--- src/common/uotg_pkg.sv ---
// Purpose: shared constants and types for the on-the-go status and address block
// Assumes: 125 MHz i_clk, AHB-Lite word access only
// Notes: offsets are byte addresses within the block's window
package uotg_pkg;

	// ==========================================================
	// register offsets (byte addresses, low eight address bits)
	localparam logic [7:0] OFS_STATUS = 8'h00;
	localparam logic [7:0] OFS_ENABLE = 8'h04;
	localparam logic [7:0] OFS_CLEAR = 8'h08;
	localparam logic [7:0] OFS_ADDR = 8'h0C;
	localparam logic [7:0] OFS_CTRL = 8'h10;

	// ==========================================================
	// status field positions
	localparam int BIT_ID = 7;
	localparam int BIT_MS = 6;
	localparam int BIT_LS = 5;
	localparam int BIT_ACT = 4;
	localparam int BIT_SV = 3;
	localparam int BIT_SE = 2;
	localparam int BIT_VB = 0;
	localparam logic [7:0] STATUS_MASK = 8'hFD;

	// address and control field positions
	localparam int ADDR_LS_BIT = 7;
	localparam int CTRL_SUSPEND_BIT = 0;
	localparam int CTRL_TIMER_BIT = 1;

	// ==========================================================
	// reset values
	localparam logic [7:0] RST_STATUS = 8'h00;
	localparam logic [7:0] RST_ENABLE = 8'h00;
	localparam logic [7:0] RST_ADDR = 8'h00;
	localparam logic [1:0] RST_CTRL = 2'h0;

	// ==========================================================
	// timing
	localparam int CLK_FREQ_MHZ = 125;
	localparam int MS_TIME_US = 1000;
	localparam int MS_CYCLES = MS_TIME_US * CLK_FREQ_MHZ;
	localparam int CNT_W = 17;
	// cycles of learning after reset, covers the two synchroniser stages
	localparam logic [1:0] PRIME_LAST = 2'h3;

	// ==========================================================
	// bus encodings
	localparam logic HRESP_OKAY = 1'b0;

	typedef enum logic [1:0] {
		UOTG_BUS_IDLE = 2'b00,
		UOTG_BUS_WR = 2'b01,
		UOTG_BUS_RWAIT = 2'b10,
		UOTG_BUS_RD = 2'b11
	} uotg_bus_st_t;

	typedef enum logic [2:0] {
		UOTG_REG_NONE = 3'b000,
		UOTG_REG_STATUS = 3'b001,
		UOTG_REG_ENABLE = 3'b010,
		UOTG_REG_CLEAR = 3'b011,
		UOTG_REG_ADDR = 3'b100,
		UOTG_REG_CTRL = 3'b101
	} uotg_reg_t;

	// cable-side levels, bundled
	typedef struct packed {
		logic id;
		logic dp;
		logic dm;
		logic sess_end;
		logic sess_valid;
	} uotg_pins_t;

	localparam uotg_pins_t RST_PINS = 5'h00;

endpackage : uotg_pkg

--- src/uotg_sync.sv ---
// Purpose: two-stage synchroniser for the cable-side levels
// Assumes: pins are asynchronous to i_clk
// Notes: stage one feeds stage two only
`timescale 1ns/1ns
module uotg_sync
(
	input wire logic i_clk, // system clock
	input wire logic i_rst_n, // synchronous reset, active low
	input wire uotg_pkg::uotg_pins_t i_pins, // raw pin levels
	output uotg_pkg::uotg_pins_t o_pins // synchronised levels
);
	import uotg_pkg::*;

	typedef struct packed {
		uotg_pins_t s1;
		uotg_pins_t s2;
	} uotg_sync_state_t;

	uotg_sync_state_t r;
	uotg_sync_state_t next_r;

	always_comb
	begin
		next_r.s1 = i_pins;
		next_r.s2 = r.s1;
	end

	always_ff @(posedge i_clk)
	begin
		if (!i_rst_n)
		begin
			r <= {RST_PINS, RST_PINS};
		end
		else
		begin
			r <= next_r;
		end
	end

	assign o_pins = r.s2;

endmodule : uotg_sync

--- src/uotg_top.sv ---
// Purpose: on-the-go event flags, interrupt and device address behind AHB-Lite
// Assumes: single word transfers; hsize is not checked
// Notes: writes take no wait state, reads take one
// Operation
// - event flags are hardware set, reset low, cleared only by writing one
// - ID input change sets status bit 7
// - expiry of the 1 ms timer sets status bit 6
// - line state stable 1 ms and unlike last stable state sets bit 5
// - D+, D-, ID or VBUS activity while suspended sets bit 4
// - VBUS dropping below session end sets bit 3
// - any change of the session end input sets bit 2
// - any change of the session valid input sets bit 0
// - status bit 1 and bits 31 to 8 always read zero
// - address bit 7 selects low speed for next token when one
// - seven-bit device address in bits 6 to 0, read-write, resets zero
//
// Added by the designer: the address map and the AHB-Lite slave port.
`timescale 1ns/1ns
module uotg_top
#(
	parameter int MS_CYCLES = uotg_pkg::MS_CYCLES // cycles per millisecond
)
(
	input wire logic i_clk, // system clock, 125 MHz
	input wire logic i_rst_n, // synchronous reset, active low
	input wire logic i_hsel, // slave select
	input wire logic [31:0] i_haddr, // byte address
	input wire logic [1:0] i_htrans, // transfer type
	input wire logic i_hwrite, // write when high
	input wire logic [2:0] i_hsize, // transfer size, words only
	input wire logic [31:0] i_hwdata, // write data
	input wire logic i_hready, // bus ready
	output logic [31:0] o_hrdata, // read data
	output logic o_hreadyout, // slave ready
	output logic o_hresp, // always okay
	input wire uotg_pkg::uotg_pins_t i_pins, // cable-side levels, asynchronous
	output logic o_irq, // interrupt, level, active high
	output logic [6:0] o_dev_addr, // device address
	output logic o_low_speed // next token at low speed
);
	import uotg_pkg::*;

	localparam logic [CNT_W-1:0] CNT_LAST = CNT_W'(MS_CYCLES - 1);
	localparam logic [CNT_W-1:0] CNT_ZERO = '0;

	// ==========================================================
	// state
	typedef struct packed {
		uotg_bus_st_t bus;
		uotg_reg_t idx;
		logic hready;
		logic [31:0] hrdata;
		logic [7:0] status;
		logic [7:0] enable;
		logic [7:0] addr;
		logic [1:0] ctrl;
		logic irq;
		logic [1:0] primed;
		uotg_pins_t prev;
		logic [CNT_W-1:0] ms_cnt;
		logic [CNT_W-1:0] ls_cnt;
		logic [1:0] ls_last;
		logic [1:0] ls_stable;
	} uotg_state_t;

	localparam uotg_state_t RST_STATE = '{
		bus: UOTG_BUS_IDLE,
		idx: UOTG_REG_NONE,
		hready: 1'b1,
		hrdata: 32'h0000_0000,
		status: RST_STATUS,
		enable: RST_ENABLE,
		addr: RST_ADDR,
		ctrl: RST_CTRL,
		irq: 1'b0,
		primed: 2'h0,
		prev: RST_PINS,
		ms_cnt: CNT_ZERO,
		ls_cnt: CNT_ZERO,
		ls_last: 2'h0,
		ls_stable: 2'h0
	};

	uotg_state_t r;
	uotg_state_t next_r;
	uotg_pins_t pins;
	logic [7:0] set_bits;
	logic [7:0] clr_bits;
	logic accept;
	logic [1:0] line_now;

	// ==========================================================
	// helpers
	function automatic uotg_reg_t decode(input logic [31:0] addr);
		uotg_reg_t idx;
		unique case (addr[7:0])
			OFS_STATUS: idx = UOTG_REG_STATUS;
			OFS_ENABLE: idx = UOTG_REG_ENABLE;
			OFS_CLEAR: idx = UOTG_REG_CLEAR;
			OFS_ADDR: idx = UOTG_REG_ADDR;
			OFS_CTRL: idx = UOTG_REG_CTRL;
			default: idx = UOTG_REG_NONE;
		endcase
		// only the lowest 256 bytes are mapped
		if (addr[31:8] != 24'h00_0000)
		begin
			idx = UOTG_REG_NONE;
		end
		return idx;
	endfunction : decode

	function automatic logic [31:0] read_mux(input uotg_reg_t idx, input uotg_state_t s);
		logic [31:0] d;
		d = 32'h0000_0000;
		unique case (idx)
			UOTG_REG_STATUS: d[7:0] = s.status & STATUS_MASK;
			UOTG_REG_ENABLE: d[7:0] = s.enable;
			UOTG_REG_ADDR: d[7:0] = s.addr;
			UOTG_REG_CTRL: d[1:0] = s.ctrl;
			// clear register is write-only, unmapped reads zero
			default: d = 32'h0000_0000;
		endcase
		return d;
	endfunction : read_mux

	// ==========================================================
	// pin synchroniser
	uotg_sync u_sync
	(
		.i_clk(i_clk),
		.i_rst_n(i_rst_n),
		.i_pins(i_pins),
		.o_pins(pins)
	);

	assign accept = i_hsel & i_hready & i_htrans[1];
	assign line_now = {pins.dp, pins.dm};

	// ==========================================================
	// next state
	always_comb
	begin
		next_r = r;
		set_bits = 8'h00;
		clr_bits = 8'h00;

		// ======================================================
		// cable events
		if (r.primed != PRIME_LAST)
		begin
			// synchroniser shows reset levels at first: learn the levels, report nothing
			next_r.primed = r.primed + 2'h1;
			next_r.prev = pins;
			next_r.ls_last = line_now;
			next_r.ls_stable = line_now;
			next_r.ls_cnt = CNT_ZERO;
		end
		else
		begin
			if (pins.id != r.prev.id)
			begin
				set_bits[BIT_ID] = 1'b1;
			end
			if (r.ctrl[CTRL_SUSPEND_BIT] && (pins != r.prev))
			begin
				set_bits[BIT_ACT] = 1'b1;
			end
			if (pins.sess_end && !r.prev.sess_end)
			begin
				set_bits[BIT_SV] = 1'b1;
			end
			if (pins.sess_end != r.prev.sess_end)
			begin
				set_bits[BIT_SE] = 1'b1;
			end
			if (pins.sess_valid != r.prev.sess_valid)
			begin
				set_bits[BIT_VB] = 1'b1;
			end
			next_r.prev = pins;

			// line state must hold a full millisecond before it counts
			if (line_now != r.ls_last)
			begin
				next_r.ls_last = line_now;
				next_r.ls_cnt = CNT_ZERO;
			end
			else if (r.ls_cnt != CNT_LAST)
			begin
				next_r.ls_cnt = r.ls_cnt + 1'b1;
			end
			else if (r.ls_last != r.ls_stable)
			begin
				set_bits[BIT_LS] = 1'b1;
				next_r.ls_stable = r.ls_last;
			end
		end

		// ======================================================
		// millisecond timer, free running while enabled
		if (r.ctrl[CTRL_TIMER_BIT])
		begin
			if (r.ms_cnt == CNT_LAST)
			begin
				next_r.ms_cnt = CNT_ZERO;
				set_bits[BIT_MS] = 1'b1;
			end
			else
			begin
				next_r.ms_cnt = r.ms_cnt + 1'b1;
			end
		end
		else
		begin
			next_r.ms_cnt = CNT_ZERO;
		end

		// ======================================================
		// bus slave
		if (r.bus == UOTG_BUS_WR)
		begin
			unique case (r.idx)
				UOTG_REG_STATUS, UOTG_REG_CLEAR:
				begin
					clr_bits = i_hwdata[7:0] & STATUS_MASK;
				end
				UOTG_REG_ENABLE:
				begin
					next_r.enable = i_hwdata[7:0] & STATUS_MASK;
				end
				UOTG_REG_ADDR:
				begin
					next_r.addr = i_hwdata[7:0];
				end
				UOTG_REG_CTRL:
				begin
					next_r.ctrl = i_hwdata[1:0];
				end
				default:
				begin
					next_r.ctrl = r.ctrl;
				end
			endcase
		end

		unique case (r.bus)
			UOTG_BUS_IDLE, UOTG_BUS_WR, UOTG_BUS_RD:
			begin
				if (accept)
				begin
					next_r.idx = decode(i_haddr);
					next_r.bus = i_hwrite ? UOTG_BUS_WR : UOTG_BUS_RWAIT;
					next_r.hready = i_hwrite;
				end
				else
				begin
					next_r.bus = UOTG_BUS_IDLE;
					next_r.hready = 1'b1;
				end
			end
			UOTG_BUS_RWAIT:
			begin
				// wait state lets a write just before be seen
				next_r.hrdata = read_mux(r.idx, r);
				next_r.bus = UOTG_BUS_RD;
				next_r.hready = 1'b1;
			end
		endcase

		// ======================================================
		// flags: a set in the clearing cycle survives
		next_r.status = ((r.status & ~clr_bits) | set_bits) & STATUS_MASK;
		next_r.irq = |(next_r.status & r.enable);
	end

	always_ff @(posedge i_clk)
	begin
		if (!i_rst_n)
		begin
			r <= RST_STATE;
		end
		else
		begin
			r <= next_r;
		end
	end

	// ==========================================================
	// outputs
	assign o_hrdata = r.hrdata;
	assign o_hreadyout = r.hready;
	assign o_hresp = HRESP_OKAY;
	assign o_irq = r.irq;
	assign o_dev_addr = r.addr[6:0];
	assign o_low_speed = r.addr[ADDR_LS_BIT];

endmodule : uotg_top

--- config.mk ---
export PLATFORM = sky130hd
export DESIGN_NAME = uotg_top
export DESIGN_NICKNAME = d
export VERILOG_FILES = /design/src/common/uotg_pkg.sv /design/src/uotg_sync.sv /design/src/uotg_top.sv
export SDC_FILE = /design/constraint.sdc
export NUM_CORES = 1
export LEC_CHECK = 0
export BUFFER_PORTS_ARGS = -buffer_cell sky130_fd_sc_hd__buf_4
export CAP_MARGIN = 20
export CELL_PAD_IN_SITES_DETAIL_PLACEMENT = 1
export CELL_PAD_IN_SITES_GLOBAL_PLACEMENT = 1
export CORE_MARGIN = 1.5
export CORE_UTILIZATION = 43
export CTS_BUF_LIST = sky130_fd_sc_hd__clkbuf_4 sky130_fd_sc_hd__clkbuf_8
export DETAILED_ROUTE_END_ITERATION = 10
export PLACE_DENSITY_LB_ADDON = 0.25
export SLEW_MARGIN = 20
export SYNTH_ARGS = -nofsm -noshare
export SYNTH_HDL_FRONTEND = slang
export SYNTH_SLANG_ARGS = --single-unit
--- constraint.sdc ---
create_clock -name i_clk -period 3.35 [get_ports i_clk]
set_clock_uncertainty 0.1 [all_clocks]
set_input_delay 0 -clock i_clk [delete_from_list [all_inputs] [get_ports i_clk]]
set_output_delay 0 -clock i_clk [all_outputs]
set_load 0.05 [all_outputs]
# Yosys cells after proc, flatten, opt, wreduce, memory -nomap -nowiden
# Cells that the tools add are included.
# word_totals
regBits,95
input_bits,79
output_inout_bits,43
# op_classes
addsub,3
n_eq_ne,23
mux,31
n_bitwise,8
n_reduce_logical,18
# ops
op,n
17-bit by 1-bit adder with 17-bit output (second input constant),2
17-bit 2-to-1 mux,2
24-bit nonzero test,1
21-bit 2-to-1 mux,1
6-bit case mux with 3 select lines,1
17-bit == test (second input constant),1
17-bit != test (second input constant),1
8-bit bitwise AND,2
8-bit by 4-bit == test with 1-bit output (second input constant),2
8-bit 2-to-1 mux,2
3-bit case mux with 5 select lines,1
1-bit 2-to-1 mux,13
2-bit 2-to-1 mux,6
3-bit OR reduction,3
8-bit by 3-bit == test with 1-bit output (second input constant),1
8-bit by 5-bit == test with 1-bit output (second input constant),1
8-bit logical NOT,1
8-bit inverter,1
8-bit bitwise OR,1
2-bit case mux with 4 select lines,1
2-bit AND reduction,4
8-bit OR reduction,1
3-bit by 2-bit == test with 1-bit output (second input constant),2
3-bit == test (second input constant),2
20 further kinds,30

# Logic depth before layout (Yosys ltp)
# depth
depth_word,9
depth_mapped,6
mapped_depth_nobuf,6

# By module
# A second synthesis with hierarchy kept.
# hier_totals
hier_cells,493
hier_area_um2,4367.9
# by_module_without_submodules
module,n_inst,cells_per_inst,area_per_inst_um2,seq_area_each_um2
uotg_top,1,473,4105.2,1681.6
uotg_sync,1,20,262.8,200.2

# Least setup slack after synthesis
# OpenSTA, ideal clock, no wires.
# synth_timing
path_type,reg-to-reg
startpoint,register r[21] (netlist name)
endpoint,register r[31] (netlist name)
setup_time_ps,115
arrival_ps,1691
t_required_ps,3135
path_slack_ps,1444
stages_incl_launch_ff,7
path_buffers,1
path_cell_list,dfxtp_1 > ha_1 > nand3_1 > or4_1 > nand3_1 > buf_4 > nor2_1
# synth_between
elab_chain_len,2
word_cells_on_any_way,3
classes_between,add/sub (1); eq/ne (1); reduce/logical (1)
# synth_lines
element,line,rtl
"start, declared",uotg_top.sv:84,uotg_state_t r;
"start signal, assigned",uotg_top.sv:284,r <= next_r;
"parallel branches: the longest is 2 deep, another holds 17-bit by 1-bit adder with 17-bit output",n/a,
# Several ways; the timed one is not identified.
# A chain may end at the register's enable or synchronous reset.

# Worst setup path in the final report
# layout_timing
startpoint,register r[105] (netlist name)
endpoint,"register r, in the netlist o_irq"
# layout_between
elab_chain_len,9
word_cells_on_any_way,10
classes_between,eq/ne (2); mux (2); bitwise (4); reduce/logical (2)
# layout_lines
element,line,rtl
3-bit by 1-bit == test with 1-bit output or 3-bit by 2-bit == test with 1-bit output (tied branches),uotg_top.sv:222,unique case (r.idx)
2-bit OR reduction *,uotg_top.sv:222,
8-bit 2-to-1 mux *,uotg_top.sv:222,
8-bit 2-to-1 mux *,uotg_top.sv:220,if (r.bus == UOTG_BUS_WR)
8-bit inverter *,uotg_top.sv:272,next_r.status = ((r.status & ~clr_bits) | set_bits) & STATUS_MASK;
8-bit bitwise AND *,uotg_top.sv:272,
8-bit bitwise OR *,uotg_top.sv:272,
8-bit bitwise AND *,uotg_top.sv:273,next_r.irq = |(next_r.status & r.enable);
8-bit OR reduction *,uotg_top.sv:273,
# Every way passes the cells marked *; elsewhere a longest branch is shown, timed or not.

==> flow_metrics.tcl <==
set metrics [dict create \
    ys_warn_count 0 \
    clk_latency_ns 0.36 \
    fin_nets 638 \
    tightestPinTransition_ns 0.8690 \
    ff_latch_area_mm2 0.001882 \
    cts-hold-fix-buffers 28 \
    final_area_mm2 0.005243 \
    relSlewSlack_pct 41.23 \
    ys_seq_area_share_pct 43.33 \
    vias 3510 \
    arrival_ns 2.50 \
    syn_to_final_growth_pct 20.71 \
    grt_setup_unrepaired "no" \
    path_class "register to register" \
    multi_input_area_mm2 0.002151 \
    clk_pin_slew_ns 0.10 \
    fin_crit_ns 2.374 \
    port_buffers 68 \
    r2r_end "o_irq" \
    place.gp.congestion 0.7523 \
    ys_seq_elements 94 \
    hold_slack_ns 0.05398 \
    firstDrtPassIters 4 \
    place_area_mm2 0.004777 \
    grt_pass1_wl_um 17060 \
    viasPerCell 5.065 \
    ys_top_cells_by_count "dfxtp_1, nor2_1, buf_4, mux2i_1, xor2_1" \
    wirelength_um 10650 \
    fp.dieW_um 103.5 \
    leakagePower_nw 2.075 \
    slew_viol_final 0 \
    max_cap_violations 0 \
    fill_cells 1150 \
    syn_inst 477 \
    synth_top_area_cell "dfxtp_1" \
    r2r_cells 6 \
    worstHoldStart "i_haddr[30]" \
    cts.sinks 94 \
    num_io_pins 122 \
    r2r_setup_slack_ns 0.98 \
    period_share_pct 70.87 \
    hp-class "input port to register" \
    ctsResizeCount 0 \
    initial_core_util_pct 44.43 \
    r2r-start "r[105]" \
    hold_end "r[105]" \
    synth_area_mm2 0.004343 \
    synthFlopType "dfxtp_1" \
    synth.most_common_cell "dfxtp_1" \
    power.density_mw_per_mm2 394.0 \
    avgSynthCellArea_um2 9.105 \
    clock_path_buffers 2 \
    fp-row-count 36 \
    drc_errors 0 \
    yosysTopAreaCellShare_pct 43.33 \
    yosys-top-cells-area "dfxtp_1, buf_4, nor2_1" \
    place_ws_ns 1.017 \
    cp.required_ns 3.47 \
    cts_root_buffer "clkbuf_8" \
    max_freq_mhz 421.2 \
    drive_gt1_share_pct 16.96 \
    peakVddDrop_v 0.0002244 \
    postCtsSetupBuffers 0 \
    overflow 0 \
    cts_tree "built" \
    antenna_found_initial 0 \
    die-area_mm2 0.01071 \
    hold_depth 6 \
    fin_tns_setup_ns 0 \
    status "complete, no violations" \
    start_kind "register" \
    antenna_cells 0 \
    die_h_um 103.5 \
    grt_usage_pct 20.71 \
    synth_edf_count 0 \
    avgRoutedWirePerCell_um 15.37 \
    cts_made_buffers 9 \
    grt_max_degree 26 \
    setup_violations 0 \
    setup.worst_path.end_class "register" \
    fp.coreArea_mm2 0.009774 \
    report.final.hold_viol_count 0 \
    layout_setup_ws_ns 0.9759 \
    drtAntennaViolNets 0 \
    synthArstFlopShare_pct 0 \
    cts_max_level 3 \
    dp_hpwl_um 7488 \
    drt_iter0_drc 96 \
    worstPathMaxFanout 16 \
    power.total_w 0.002066 \
    synthDistinctLibCells 48 \
    grt_pass1_vias 3559 \
]
## report_power, final
| group | switching, W | total [W] | internal [W] | leakage, nW |
|---|---|---|---|---|
| Clock | 0.000396 | 0.000706 | 0.000310 | 0.0896 |
| Sequential | 0.0000115 | 0.00115 | 0.00113 | 0.761 |
| Combinational | 0.000126 | 0.000213 | 0.0000868 | 1.22 |
| Total | 0.000534 | 0.00207 | 0.00153 | 2.08 |
## how the worst max path moves through the flow
stage	slack, ns	cells after the start	from	end
floorplan	1.44	6	r[21]	r[31]
global placement	0.98	6	r[105]	o_irq
detailed placement	1.02	5	r[21]	r[26]
CTS	1.0	5	r[21]	r[26]
global route	0.84	5	r[21]	r[23]
finish	0.98	6	r[105]	o_irq
## per-layer routing
layer | GRT usage, % | wire [um] | vias up
li1 | - | - | 1736
met1 | 25.41 | 4679 | 1699
met2 | 36.40 | 5479 | 62
met3 | 4.637 | 333 | 13
met4 | 5.925 | 160 | 0
met5 | 0 | 0 | -
## final cells by class
class | count | area share [%]
multi-input cells | 342 | 41.03
flip-flops and latches | 94 | 35.89
repair buffers | 100 | 15.80
well taps | 133 | 3.174
clock buffers | 12 | 2.912
clock inverters | 4 | 0.6205
inverters | 8 | 0.5728
## through the flow
stage          util (%)  instances
2_1_floorplan         -        501
3_5_place_dp      48.87        649
6_report          53.64        693
4_1_cts           53.64        693
5_1_grt           53.64        693
3_3_place_gp      48.72        648
## worst max-delay path, stage by stage, from the launching register on
cell	delay [ns]
dfxtp_1	0.73
nor4bb_1	0.29
buf_4	0.21
a21oi_2	0.06
a311o_1	0.35
a2111oi_4	0.35
a41oi_2	0.14
## cells in the final DEF, fill, tap and decap left out, types with 4 or more instances in the layout
cell / instances
clkbuf_8: 10
mux2i_1: 23
o21a_1: 4
dfxtp_1: 94
o2bb2ai_1: 6
xnor2_1: 16
buf_4: 71
nand3_1: 19
a21oi_1: 11
nor2_1: 77
and3_1: 10
a21boi_0: 4
inv_1: 8
dlygate4sd3_1: 28
nand4_1: 9
conb_1: 25
and2_1: 19
nand2_1: 19
nor4_1: 9
nor3_1: 7
ha_1: 4
and4_1: 4
o21ai_0: 6
xor2_1: 22
a22oi_1: 18
## flip-flops by register name, summed over array words and instances, names as in the netlist
signal / cells
o_low_speed: 1
o_hreadyout: 1
o_dev_addr: 7
r: 66
u_sync.o_pins: 5
o_irq: 1
u_sync.next_r: 5
o_hrdata: 8
## cell families (layout without fill, tap and decap cells)
| logic type | count (synthesis) | in the layout | share of synthesized area, % |
|---|---|---|---|
| xor+xnor | 38 | 38 | 7.663 |
| other cells | 1 | 25 | 0.08635 |
| compound gates | 58 | 58 | 9.969 |
| simple gates | 194 | 194 | 23.13 |
| flops | 94 | 94 | 43.33 |
| fa+ha+maj | 4 | 4 | 1.152 |
| buf+inv | 65 | 124 | 9.363 |
| mux | 23 | 23 | 5.301 |
Power figures use the tool's default switching activity.
